File: src/rtl/p9fs_consts.svh
// Purpose: Named constants for the port 9 alternate-function select block
// Assumes: APB word slave, byte address = 4 * register index
// Notes:   Behaviour list follows
// Behaviour
// - Mode-control bits 15..8 reachable as bits 7..0 of its upper alias word.
// - Mode-control readable/writable as 16 bits and via lower/upper byte aliases.
// - Output-type bit clear gives push-pull, set gives N-channel open-drain, pins 8, 9.
// - Output-type bit 0 is pin 8, bit 1 pin 9; others zero; resets zero.
// - Mode set with function bit clear leaves the pin undriven; set function first.
// - Function bits 13, 14, 15 route pins to external interrupt inputs 4, 5, 6.
// - Function bits route pins 9,8,7,6,1,0 to CSI clock/out/in, timer, UART rx/tx.
// - Function-control bits 15..8 reachable as bits 7..0 of its upper alias word.
// - Function-control readable/writable as 16 bits and via lower/upper byte aliases.
// - Pin 1 with mode clear feeds port/key-return input, with mode and function bits both set UART receive.
`ifndef P9FS_CONSTS_SVH
`define P9FS_CONSTS_SVH

// Register word indices
`define P9FS_IDX_OTS      30'h0FFFFC73
`define P9FS_IDX_PMC      30'h0FFFFC40
`define P9FS_IDX_PMC_LO   30'h0FFFFC44
`define P9FS_IDX_PMC_HI   30'h0FFFFC45
`define P9FS_IDX_PFC      30'h0FFFFC48
`define P9FS_IDX_PFC_LO   30'h0FFFFC4C
`define P9FS_IDX_PFC_HI   30'h0FFFFC4D

// Implemented bits and reset values
`define P9FS_PIN_MASK     16'hE3C3
`define P9FS_OTS_MASK     8'h03
`define P9FS_PMC_RST      16'h0000
`define P9FS_PFC_RST      16'h0000
`define P9FS_OTS_RST      8'h00
`define P9FS_PERIPH_RST   8'h1F

// Pin positions
`define P9FS_PIN_TX       0
`define P9FS_PIN_RX       1
`define P9FS_PIN_TMR      6
`define P9FS_PIN_SIN      7
`define P9FS_PIN_SOUT     8
`define P9FS_PIN_SCK      9
`define P9FS_PIN_IRQ4     13
`define P9FS_PIN_IRQ5     14
`define P9FS_PIN_IRQ6     15
`define P9FS_OD_BASE      8

`endif

File: src/rtl/p9fs_pkg.sv
// Purpose: Shared types of the port 9 alternate-function select block
// Assumes: Constants live in p9fs_consts.svh
// Notes:   Types only
package p9fs_pkg;
	// APB slave phase, one-hot
	typedef enum logic [1:0] {
		P9FS_IDLE = 2'b01,
		P9FS_ACC  = 2'b10
	} p9fs_phase_t;
endpackage : p9fs_pkg

File: src/rtl/p9fs_split_reg.sv
// Purpose: 16-bit register reachable as a word and as two byte aliases
// Assumes: At most one write strobe class per cycle
// Notes:   Unimplemented bits stay at zero
`timescale 1ns/1ps
module p9fs_split_reg #(
	parameter logic [15:0] IMPL_MASK = 16'hFFFF,
	parameter logic [15:0] RST_VAL   = 16'h0000
) (
	input  wire logic        pclk,
	input  wire logic        presetn,
	input  wire logic        wr_full,
	input  wire logic [1:0]  wr_strb,
	input  wire logic        wr_lo,
	input  wire logic        wr_hi,
	input  wire logic [15:0] wdata,
	output logic      [15:0] q
);
	logic [15:0] q_r;
	logic [15:0] q_nxt;

	// Elaboration guard: an empty register makes no sense
	if (IMPL_MASK == 16'h0000) begin : g_chk
		$error("p9fs_split_reg: IMPL_MASK must not be zero");
	end

	// Merge of word, lower alias and upper alias writes
	always_comb begin
		q_nxt = q_r;
		if (wr_full && wr_strb[0]) begin
			q_nxt[7:0] = wdata[7:0];
		end
		if (wr_full && wr_strb[1]) begin
			q_nxt[15:8] = wdata[15:8];
		end
		if (wr_lo) begin
			q_nxt[7:0] = wdata[7:0];
		end
		if (wr_hi) begin
			q_nxt[15:8] = wdata[7:0]; // Alias low byte lands on upper half
		end
		q_nxt = q_nxt & IMPL_MASK; // Missing bits never hold a one
	end

	// Storage
	always_ff @(posedge pclk or negedge presetn) begin
		if (!presetn) begin
			q_r <= RST_VAL & IMPL_MASK;
		end else begin
			q_r <= q_nxt;
		end
	end

	assign q = q_r;
endmodule : p9fs_split_reg

File: src/rtl/p9fs_top.sv
// Purpose: Port 9 pin function select: mode, output type and alternate routing
// Assumes: Port latch and direction come from the port block, pins synchronous
// Notes:   Pin and peripheral outputs are registered, so routing lags one cycle
`timescale 1ns/1ps
`include "p9fs_consts.svh"
module p9fs_top
	import p9fs_pkg::*;
#(
	parameter int PIN_W = 16
) (
	input  wire logic             pclk,
	input  wire logic             presetn,
	input  wire logic             psel,
	input  wire logic             penable,
	input  wire logic             pwrite,
	input  wire logic [31:0]      paddr,
	input  wire logic [31:0]      pwdata,
	input  wire logic [3:0]       pstrb,
	output logic                  pready,
	output logic      [31:0]      prdata,
	output logic                  pslverr,
	input  wire logic [PIN_W-1:0] port_latch_bit,
	input  wire logic [PIN_W-1:0] port_dir_in,
	input  wire logic [PIN_W-1:0] pin_di,
	output logic      [PIN_W-1:0] pin_do,
	output logic      [PIN_W-1:0] pin_oe,
	input  wire logic             uart_tx_out,
	input  wire logic             timer_out,
	input  wire logic             csi_data_out,
	input  wire logic             csi_clock_io_drv,
	input  wire logic             csi_clock_io_en,
	output logic                  csi_clock_io_rcv,
	output logic                  csi_data_in,
	output logic                  uart_rx_in,
	output logic                  key_return_in_7,
	output logic                  key_return_in_6,
	output logic                  ext_irq_in_4,
	output logic                  ext_irq_in_5,
	output logic                  ext_irq_in_6
);
	p9fs_phase_t       phase_r;
	logic              pready_r;
	logic [31:0]       prdata_r;
	logic              pslverr_r;
	logic [7:0]        ots_r;
	logic [15:0]       pin_mode_control_reg;
	logic [15:0]       alt_function_select;
	logic              acc_fire;
	logic              wr_fire;
	logic [29:0]       widx;
	logic [PIN_W-1:0]  pin_do_nxt;
	logic [PIN_W-1:0]  pin_oe_nxt;
	logic [PIN_W-1:0]  pin_do_r;
	logic [PIN_W-1:0]  pin_oe_r;
	logic [7:0]        periph_r;
	logic [31:0]       rd_mux;
	logic              rd_hit;

	// Elaboration guard: routing is fixed to a 16-pin port
	if (PIN_W != 16) begin : g_chk
		$error("p9fs_top: PIN_W must be 16");
	end

	// Word index match against a register
	function automatic logic idx_hit(input logic [31:0] a, input logic [29:0] idx);
		idx_hit = (a[31:2] == idx);
	endfunction : idx_hit

	// Pin selected for its second alternate function
	function automatic logic alt_on(input logic [15:0] m, input logic [15:0] f, input int n);
		alt_on = m[n] && f[n];
	endfunction : alt_on

	assign widx     = paddr[31:2];
	assign acc_fire = psel && penable && pready_r;
	assign wr_fire  = acc_fire && pwrite;

	// APB phase; answer one cycle after setup so the response comes from flops
	always_ff @(posedge pclk or negedge presetn) begin
		if (!presetn) begin
			phase_r  <= P9FS_IDLE;
			pready_r <= 1'b0;
		end else begin
			unique case (phase_r)
				P9FS_IDLE: begin
					if (psel && !penable) begin
						phase_r  <= P9FS_ACC;
						pready_r <= 1'b1;
					end
				end
				P9FS_ACC: begin
					phase_r  <= P9FS_IDLE;
					pready_r <= 1'b0;
				end
			endcase
		end
	end

	// Read decode; reserved bits come back as zero
	always_comb begin
		rd_mux = 32'h0000_0000;
		rd_hit = 1'b1;
		if (idx_hit(paddr, `P9FS_IDX_OTS)) begin
			rd_mux[7:0] = ots_r;
		end else if (idx_hit(paddr, `P9FS_IDX_PMC)) begin
			rd_mux[15:0] = pin_mode_control_reg;
		end else if (idx_hit(paddr, `P9FS_IDX_PMC_LO)) begin
			rd_mux[7:0] = pin_mode_control_reg[7:0];
		end else if (idx_hit(paddr, `P9FS_IDX_PMC_HI)) begin
			rd_mux[7:0] = pin_mode_control_reg[15:8];
		end else if (idx_hit(paddr, `P9FS_IDX_PFC)) begin
			rd_mux[15:0] = alt_function_select;
		end else if (idx_hit(paddr, `P9FS_IDX_PFC_LO)) begin
			rd_mux[7:0] = alt_function_select[7:0];
		end else if (idx_hit(paddr, `P9FS_IDX_PFC_HI)) begin
			rd_mux[7:0] = alt_function_select[15:8];
		end else begin
			rd_hit = 1'b0;
		end
	end

	// Read data and error captured at setup, held through the access phase
	always_ff @(posedge pclk or negedge presetn) begin
		if (!presetn) begin
			prdata_r  <= 32'h0000_0000;
			pslverr_r <= 1'b0;
		end else if (phase_r == P9FS_IDLE && psel && !penable) begin
			prdata_r  <= pwrite ? 32'h0000_0000 : rd_mux;
			pslverr_r <= !rd_hit; // Unmapped word answers with an error
		end else if (phase_r == P9FS_ACC) begin
			prdata_r  <= 32'h0000_0000;
			pslverr_r <= 1'b0;
		end
	end

	// Output-type register, only bits for pins 8 and 9 exist
	always_ff @(posedge pclk or negedge presetn) begin
		if (!presetn) begin
			ots_r <= `P9FS_OTS_RST;
		end else if (wr_fire && idx_hit(paddr, `P9FS_IDX_OTS) && pstrb[0]) begin
			ots_r <= pwdata[7:0] & `P9FS_OTS_MASK;
		end
	end

	// Mode-control register with byte aliases
	p9fs_split_reg #(
		.IMPL_MASK (`P9FS_PIN_MASK),
		.RST_VAL   (`P9FS_PMC_RST)
	) u_pmc (
		.pclk    (pclk),
		.presetn (presetn),
		.wr_full (wr_fire && idx_hit(paddr, `P9FS_IDX_PMC)),
		.wr_strb (pstrb[1:0]),
		.wr_lo   (wr_fire && idx_hit(paddr, `P9FS_IDX_PMC_LO) && pstrb[0]),
		.wr_hi   (wr_fire && idx_hit(paddr, `P9FS_IDX_PMC_HI) && pstrb[0]),
		.wdata   (pwdata[15:0]),
		.q       (pin_mode_control_reg)
	);

	// Function-control register with byte aliases
	p9fs_split_reg #(
		.IMPL_MASK (`P9FS_PIN_MASK),
		.RST_VAL   (`P9FS_PFC_RST)
	) u_pfc (
		.pclk    (pclk),
		.presetn (presetn),
		.wr_full (wr_fire && idx_hit(paddr, `P9FS_IDX_PFC)),
		.wr_strb (pstrb[1:0]),
		.wr_lo   (wr_fire && idx_hit(paddr, `P9FS_IDX_PFC_LO) && pstrb[0]),
		.wr_hi   (wr_fire && idx_hit(paddr, `P9FS_IDX_PFC_HI) && pstrb[0]),
		.wdata   (pwdata[15:0]),
		.q       (alt_function_select)
	);

	// Pin driver mux: port mode, second alternate, or undriven when half set
	always_comb begin
		logic drive;
		logic dval;
		logic od;
		pin_do_nxt = '0;
		pin_oe_nxt = '0;
		drive = 1'b0;
		dval = 1'b0;
		od = 1'b0;
		for (int n = 0; n < PIN_W; n++) begin
			drive = 1'b0;
			dval  = 1'b0;
			if (!pin_mode_control_reg[n]) begin
				drive = !port_dir_in[n];
				dval  = port_latch_bit[n];
			end else if (alt_function_select[n]) begin
				unique case (n)
					`P9FS_PIN_TX: begin
						drive = 1'b1;
						dval  = uart_tx_out;
					end
					`P9FS_PIN_TMR: begin
						drive = 1'b1;
						dval  = timer_out;
					end
					`P9FS_PIN_SOUT: begin
						drive = 1'b1;
						dval  = csi_data_out;
					end
					`P9FS_PIN_SCK: begin
						drive = csi_clock_io_en;
						dval  = csi_clock_io_drv;
					end
					default: begin
						drive = 1'b0; // Input functions leave the pin free
						dval  = 1'b0;
					end
				endcase
			end
			// Mode set with function bit clear falls through undriven
			// Explicit compares keep the type index in range for every pin
			od = (n == `P9FS_OD_BASE && ots_r[0]) ||
				(n == `P9FS_OD_BASE + 1 && ots_r[1]);
			if (od) begin
				pin_oe_nxt[n] = drive && !dval; // Only pulls low
				pin_do_nxt[n] = 1'b0;
			end else begin
				pin_oe_nxt[n] = drive; // Push-pull
				pin_do_nxt[n] = dval;
			end
		end
		pin_oe_nxt = pin_oe_nxt & `P9FS_PIN_MASK;
		pin_do_nxt = pin_do_nxt & `P9FS_PIN_MASK;
	end

	// Registered pin drive
	always_ff @(posedge pclk or negedge presetn) begin
		if (!presetn) begin
			pin_do_r <= '0;
			pin_oe_r <= '0;
		end else begin
			pin_do_r <= pin_do_nxt;
			pin_oe_r <= pin_oe_nxt;
		end
	end

	// Peripheral inputs; idle levels chosen inactive when not routed
	always_ff @(posedge pclk or negedge presetn) begin
		if (!presetn) begin
			periph_r <= `P9FS_PERIPH_RST;
		end else begin
			periph_r[0] <= alt_on(pin_mode_control_reg, alt_function_select, `P9FS_PIN_RX) ?
				pin_di[`P9FS_PIN_RX] : 1'b1;
			periph_r[1] <= pin_mode_control_reg[`P9FS_PIN_RX] ?
				1'b1 : pin_di[`P9FS_PIN_RX]; // Key return while in port mode
			periph_r[2] <= pin_mode_control_reg[`P9FS_PIN_TX] ?
				1'b1 : pin_di[`P9FS_PIN_TX];
			periph_r[3] <= alt_on(pin_mode_control_reg, alt_function_select, `P9FS_PIN_SIN) ?
				pin_di[`P9FS_PIN_SIN] : 1'b1;
			periph_r[4] <= alt_on(pin_mode_control_reg, alt_function_select, `P9FS_PIN_SCK) ?
				pin_di[`P9FS_PIN_SCK] : 1'b1;
			periph_r[5] <= alt_on(pin_mode_control_reg, alt_function_select, `P9FS_PIN_IRQ4) &&
				pin_di[`P9FS_PIN_IRQ4];
			periph_r[6] <= alt_on(pin_mode_control_reg, alt_function_select, `P9FS_PIN_IRQ5) &&
				pin_di[`P9FS_PIN_IRQ5];
			periph_r[7] <= alt_on(pin_mode_control_reg, alt_function_select, `P9FS_PIN_IRQ6) &&
				pin_di[`P9FS_PIN_IRQ6];
		end
	end

	assign pready           = pready_r;
	assign prdata           = prdata_r;
	assign pslverr          = pslverr_r;
	assign pin_do           = pin_do_r;
	assign pin_oe           = pin_oe_r;
	assign uart_rx_in       = periph_r[0];
	assign key_return_in_7  = periph_r[1];
	assign key_return_in_6  = periph_r[2];
	assign csi_data_in      = periph_r[3];
	assign csi_clock_io_rcv = periph_r[4];
	assign ext_irq_in_4     = periph_r[5];
	assign ext_irq_in_5     = periph_r[6];
	assign ext_irq_in_6     = periph_r[7];
endmodule : p9fs_top

File: config.mk
export PLATFORM = sky130hd
export DESIGN_NAME = p9fs_top
export DESIGN_NICKNAME = d
export VERILOG_FILES = /design/src/rtl/p9fs_pkg.sv /design/src/rtl/p9fs_split_reg.sv /design/src/rtl/p9fs_top.sv
export VERILOG_INCLUDE_DIRS = /design/src /design/src/rtl
export SDC_FILE = /design/constraint.sdc
export NUM_CORES = 1
export LEC_CHECK = 0
export BUFFER_PORTS_ARGS = -buffer_cell sky130_fd_sc_hd__clkbuf_2
export CAP_MARGIN = 20
export CORE_MARGIN = 2
export CORE_UTILIZATION = 35
export DETAILED_ROUTE_END_ITERATION = 10
export PLACE_DENSITY_LB_ADDON = 0.3
export SYNTH_ARGS = -nofsm -noshare
export SYNTH_HDL_FRONTEND = slang
export SYNTH_HIERARCHICAL = 1
export SYNTH_SLANG_ARGS = --single-unit
File: constraint.sdc
create_clock -name pclk -period 6.3 [get_ports pclk]
set_clock_uncertainty 0.15 [all_clocks]
set_input_delay 0.945 -clock pclk [delete_from_list [all_inputs] [get_ports pclk]]
set_output_delay 0.945 -clock pclk [all_outputs]
set_load 0.01 [all_outputs]
After elaboration in Yosys (flattened, before gate mapping)
Index checks and enable logic that the tools add are counted.
Word-level totals
  register bits: 82
  logic and storage cells: 143
  input port bits: 126
  output and inout port bits: 74
Cells by class
  eq/ne operators: 10
  mux-type cells: 70
  reduce and logical (&&, ||, !) cells: 51
Operator list (number)
  == test 30 x 28 -> 1 bit, second input constant: 7
  2-to-1 mux 8 bit: 18
  2-to-1 mux 32 bit: 2
  2-to-1 mux 1 bit: 45
  logical AND 1 bit: 33
  2-to-1 mux 16 bit: 2
  logical NOT 1 bit: 13
  nonzero test 2 bit: 5
  one-hot mux 2 bit (2 select lines): 1
  == test 2 x 1 -> 1 bit, second input constant: 1
  == test 2 bit, second input constant: 1
  2-to-1 mux 2 bit: 1
  inequality test 2 bit, second input constant: 1
  one-hot mux 1 bit (2 select lines): 1

Logic depth before layout (Yosys ltp)
  word-level depth: 10
  gate-level depth with buffers: 7
  depth with buffers taken out: 7

Cells and area by module
Netlist, hierarchy kept.
By module, submodules not included
  p9fs_top: area each 2526.2 um2, times used 1, cells an instance 247
  p9fs_split_reg: area each 496.7 um2, times used 2, cells an instance 44

Worst setup path before layout
No wires, ideal clock.
  path type: input to register
  start point: in paddr[5]
  end point: reg u_pfc.q_r[0] (netlist: u_pfc/q[0])
  buffers on the path: 2
  arrival: 3077 ps
  setup time: 125 ps
  required time: 6025 ps
  stages: 6
  setup slack: 2948 ps
  cells stage by stage: clkbuf_1 > clkbuf_1 > nand2_1 > nor4_1 > a21oi_4 > mux2_4
On the way
  word-level cells in the longest chain between the ends: 4
  elaborated cells on any way between the ends: 8
  those cells by class: 2 x eq/ne; 1 x mux; 5 x reduce/logical
RTL lines
  start: declaration: RTL line p9fs_top.sv:16  | input wire logic [31:0] paddr,
  == test 30 x 28 -> 1 bit: RTL line p9fs_top.sv:66  | idx_hit = (a[31:2] == idx);
  logical AND 1 bit (on tied branches): RTL line p9fs_top.sv:169, p9fs_top.sv:167
  logical AND 1 bit (on tied branches): RTL line p9fs_top.sv:169, p9fs_split_reg.sv:29
  2-to-1 mux 8 bit / nonzero test 2 bit (equally long branches)
  end signal: assignment: RTL line p9fs_split_reg.sv:47  | q_r <= RST_VAL & IMPL_MASK;
  end signal: assignment: RTL line p9fs_split_reg.sv:49  | q_r <= q_nxt;
  end: declaration: RTL line p9fs_split_reg.sv:18  | logic [15:0] q_r;
Several ways; a longest one is shown, not always the timed one.
A chain may end at the register's enable or synchronous reset.

Worst setup path after layout
  start point: in paddr[7]
  end point: reg u_pmc.q_r[9] (netlist: u_pmc/q[9])
On the way
  word-level cells in the longest chain between the ends: 4
  elaborated cells on any way between the ends: 8
  those cells by class: 2 x eq/ne; 1 x mux; 5 x reduce/logical
RTL lines (RTL line)
  == test 30 x 28 -> 1 bit: p9fs_top.sv:66
  logical AND 1 bit (on tied branches): p9fs_top.sv:155, p9fs_top.sv:152
  logical AND 1 bit (on tied branches): p9fs_top.sv:155, p9fs_split_reg.sv:32
  2-to-1 mux 8 bit / nonzero test 2 bit (equally long branches)
  end signal: assignment: p9fs_split_reg.sv:47
  end signal: assignment: p9fs_split_reg.sv:49
  end: declaration: p9fs_split_reg.sv:18
Several ways; a longest one is shown, not always the timed one.

==> impl_metrics.ini <==
[synthesis]
postSynthCellCount = 335
synth_top_family_by_area = simple AND/OR/NAND/NOR gates
async_reset_ff_share_pct = 100
synth_top_area_share_pct = 41.9
yosysWarnings = 6
ys_ff_latch = 65
synthSimpleGateAreaFrac_pct = 20.2
synth_cell_types = 51
synth_compound_area_share_pct = 13.3
synthXorXnorAreaFrac_pct = 0
seq_area_frac_synth_pct = 46.4
synthAdderAreaFrac_pct = 0
muxShareOfSynthArea_pct = 7.18
synth_ff_type = dfrtp_1
synth_edf_count = 0
synth_area_leaders = dfrtp_1 42%, buf_4 9.4%, dfstp_2 4.5%
synth_top_area_cell = dfrtp_1
synth_area_per_cell_um2 = 10.5
netlist_area_um2 = 3520

[cts]
cts_setup_buffers = 0
cts.repair.resized = 0
htree_levels = 3
clk_latency_ns = 0.35
cts_root_buf = clkbuf_8
numCtsBuffers = 9
clock-sinks = 65
cts_tree = done
clock_path_buffers = 2
path_clk_slew_ns = 0.07
cts_hold_buf = 0

[global_route]
grt_antenna_before_repair = 0
grt_max_degree = 66
grtUsageTotal_pct = 16.7
grt_pass1_wl_um = 14100
grt_pass1_vias = 2879
grt_overflow = 0

[routing]
drc = 0
wl_met1_um = 3580
highest_layer = met4
drt_wl_total_um = 8640
dr_wl_met3_um = 469
dr_wl_met2_um = 4370
vias = 2854
wl_per_cell_um = 14.4
drtAntennaViolNets = 0
drtIter0Drc = 112
vias_per_cell = 4.76
firstDrtPassIters = 4

[layout]
layout_commonest_cell = clkbuf_2
n_antenna_cell = 0
fin_nets = 587
final_cell_mix = 119 x clkbuf_2, 59 x dfrtp_1, 44 x conb_1, 25 x nand2_1, 19 x inv_1
syn2layout_area_growth_pct = 21.6
layout-drive-gt1-share_pct = 36.7

[critical_path]
path_class = in -> reg
cp_max_fo = 9
slowest_stage = nor3_2
cp-start-kind = primary input
path_delay_family = simple AND/OR/NAND/NOR gates
cp_cell_sequence = clkbuf_2 -> nor3_1 -> nand2_1 -> nor3_2 -> nor3b_1 -> buf_2 -> and2_4 -> o311ai_0
critPathRequiredTime_ns = 6.35
slowest_delay_ns = 0.49
crit_arrival_ns = 3.24
crit_path_end_kind = flop
path_buf_inv = 2

[run]
maxCapViolations = 0

[timing]
setup_viol = 0
fin_hold_ws_ns = 0.324
slew_headroom_pct = 44.6
finalMaxSlewViolations = 0
worstMarginPinSlew_ns = 0.823
period_share_pct = 50.6
fin_tns_setup_ns = 0
rsz0062_at_grt = no
clock.fmax_mhz = 314
min_period_ns = 3.19
hold_violations = 0

[placed_design]
place_congestion = 0.832
port_buffers = 120
dp_hpwl_um = 6750

[power_and_ir_drop]
peakVddDrop_mv = 0.111
p_leak_nw = 2.17
powerDensity_nw_per_um2 = 208

[floorplanning]
die-area_um2 = 10900
core_area_um2 = 9770
row_count = 36
ios = 200
dieHeight_um = 104
chipWidth_um = 104
start_util_pct = 36.0

[status]
status = completed

[min_path]
min_path_type = reg -> reg
## logic make-up (layout without fill, tap and decap cells)
family | count (synthesis) | after routing
muxes | 21 | 21
buffers and inverters | 71 | 161
DFF | 65 | 65
other | 3 | 44
and+or+nand+nor | 113 | 113
AOI/OAI and AO/OA | 62 | 62
## per-layer routing
metal,track usage [%],vias to the layer above
met5,0,-
met2,28.1,105
met4,8.30,0
met3,3.82,20
li1,-,1363
met1,20.0,1366
## where the power goes
group          switching [W]  internal (W)  leakage, nW
Combinational      0.0000835     0.0000502         1.29
Sequential        0.00000898      0.000435        0.795
Clock               0.000162      0.000152       0.0891
Total               0.000254      0.000638         2.17
## cell usage after synthesis, types with 3 or more instances
cell type / number
buf_2: 3
inv_1: 19
nor3_1: 3
nand3b_1: 3
a211oi_1: 3
mux2i_1: 11
nand2_1: 25
buf_4: 44
clkbuf_1: 4
a22o_1: 7
o21ai_1: 7
nor4_1: 4
nand4b_1: 13
and3_1: 5
conb_1: 3
nor2b_1: 13
o311ai_0: 10
a22oi_1: 5
mux2_4: 8
a21oi_1: 3
nand4_1: 3
dfrtp_1: 59
nand2b_1: 10
o21ai_0: 8
nand3_1: 6
o2bb2ai_1: 5
nor2_1: 12
dfstp_2: 6
## layout make-up
type	instances	area, um2
inverter	19	71.3
tap	133	166
clock buffer	11	141
sequential	65	1630
timing repair buffer	126	641
multi-input combinational	240	1600
fill	960	5490
clock inverter	5	31.3
## path summary, 6_finish.rpt
check / slack (ns) / endpoint / from / depth (start not counted)
max reg2reg: 4.09 / u_pmc/q[9] / phase_r[1] / 6
min reg2reg: 0.32 / periph_r[3] / u_pfc/q[7] / 1
min: 0.32 / periph_r[3] / u_pfc/q[7] / 1
max in group asynchronous: 4.84 / u_pfc/q[9] / presetn / 2
min in group asynchronous: 0.62 / prdata[2] / presetn / 2
max: 3.11 / u_pmc/q[9] / paddr[7] / 8
## sequential cells by signal, summed over array words and instances, names as in the netlist
| name | flops |
|---|---|
| periph_r | 8 |
| phase_r | 2 |
| pin_do | 9 |
| pin_oe | 9 |
| ots_r | 2 |
| u_pfc/q | 9 |
| prdata | 16 |
| pslverr | 1 |
| u_pmc/q | 9 |
## per-stage QoR
step                      setup WS, ns  instances  utilization [%]  cell area [um2]  power (W)
after CTS                         2.73        597             43.7             4270   0.000904
final                             3.11        599             43.8             4280   0.000892
after global placement            2.43        581             41.9             4100   0.000583
after global routing              2.92        599             43.8             4280   0.000941
after floorplan                   2.95        376                -             3670   0.000536
after detailed placement          2.35        581             41.9             4100   0.000586
Note: power is estimated with default switching activity, not from simulation.
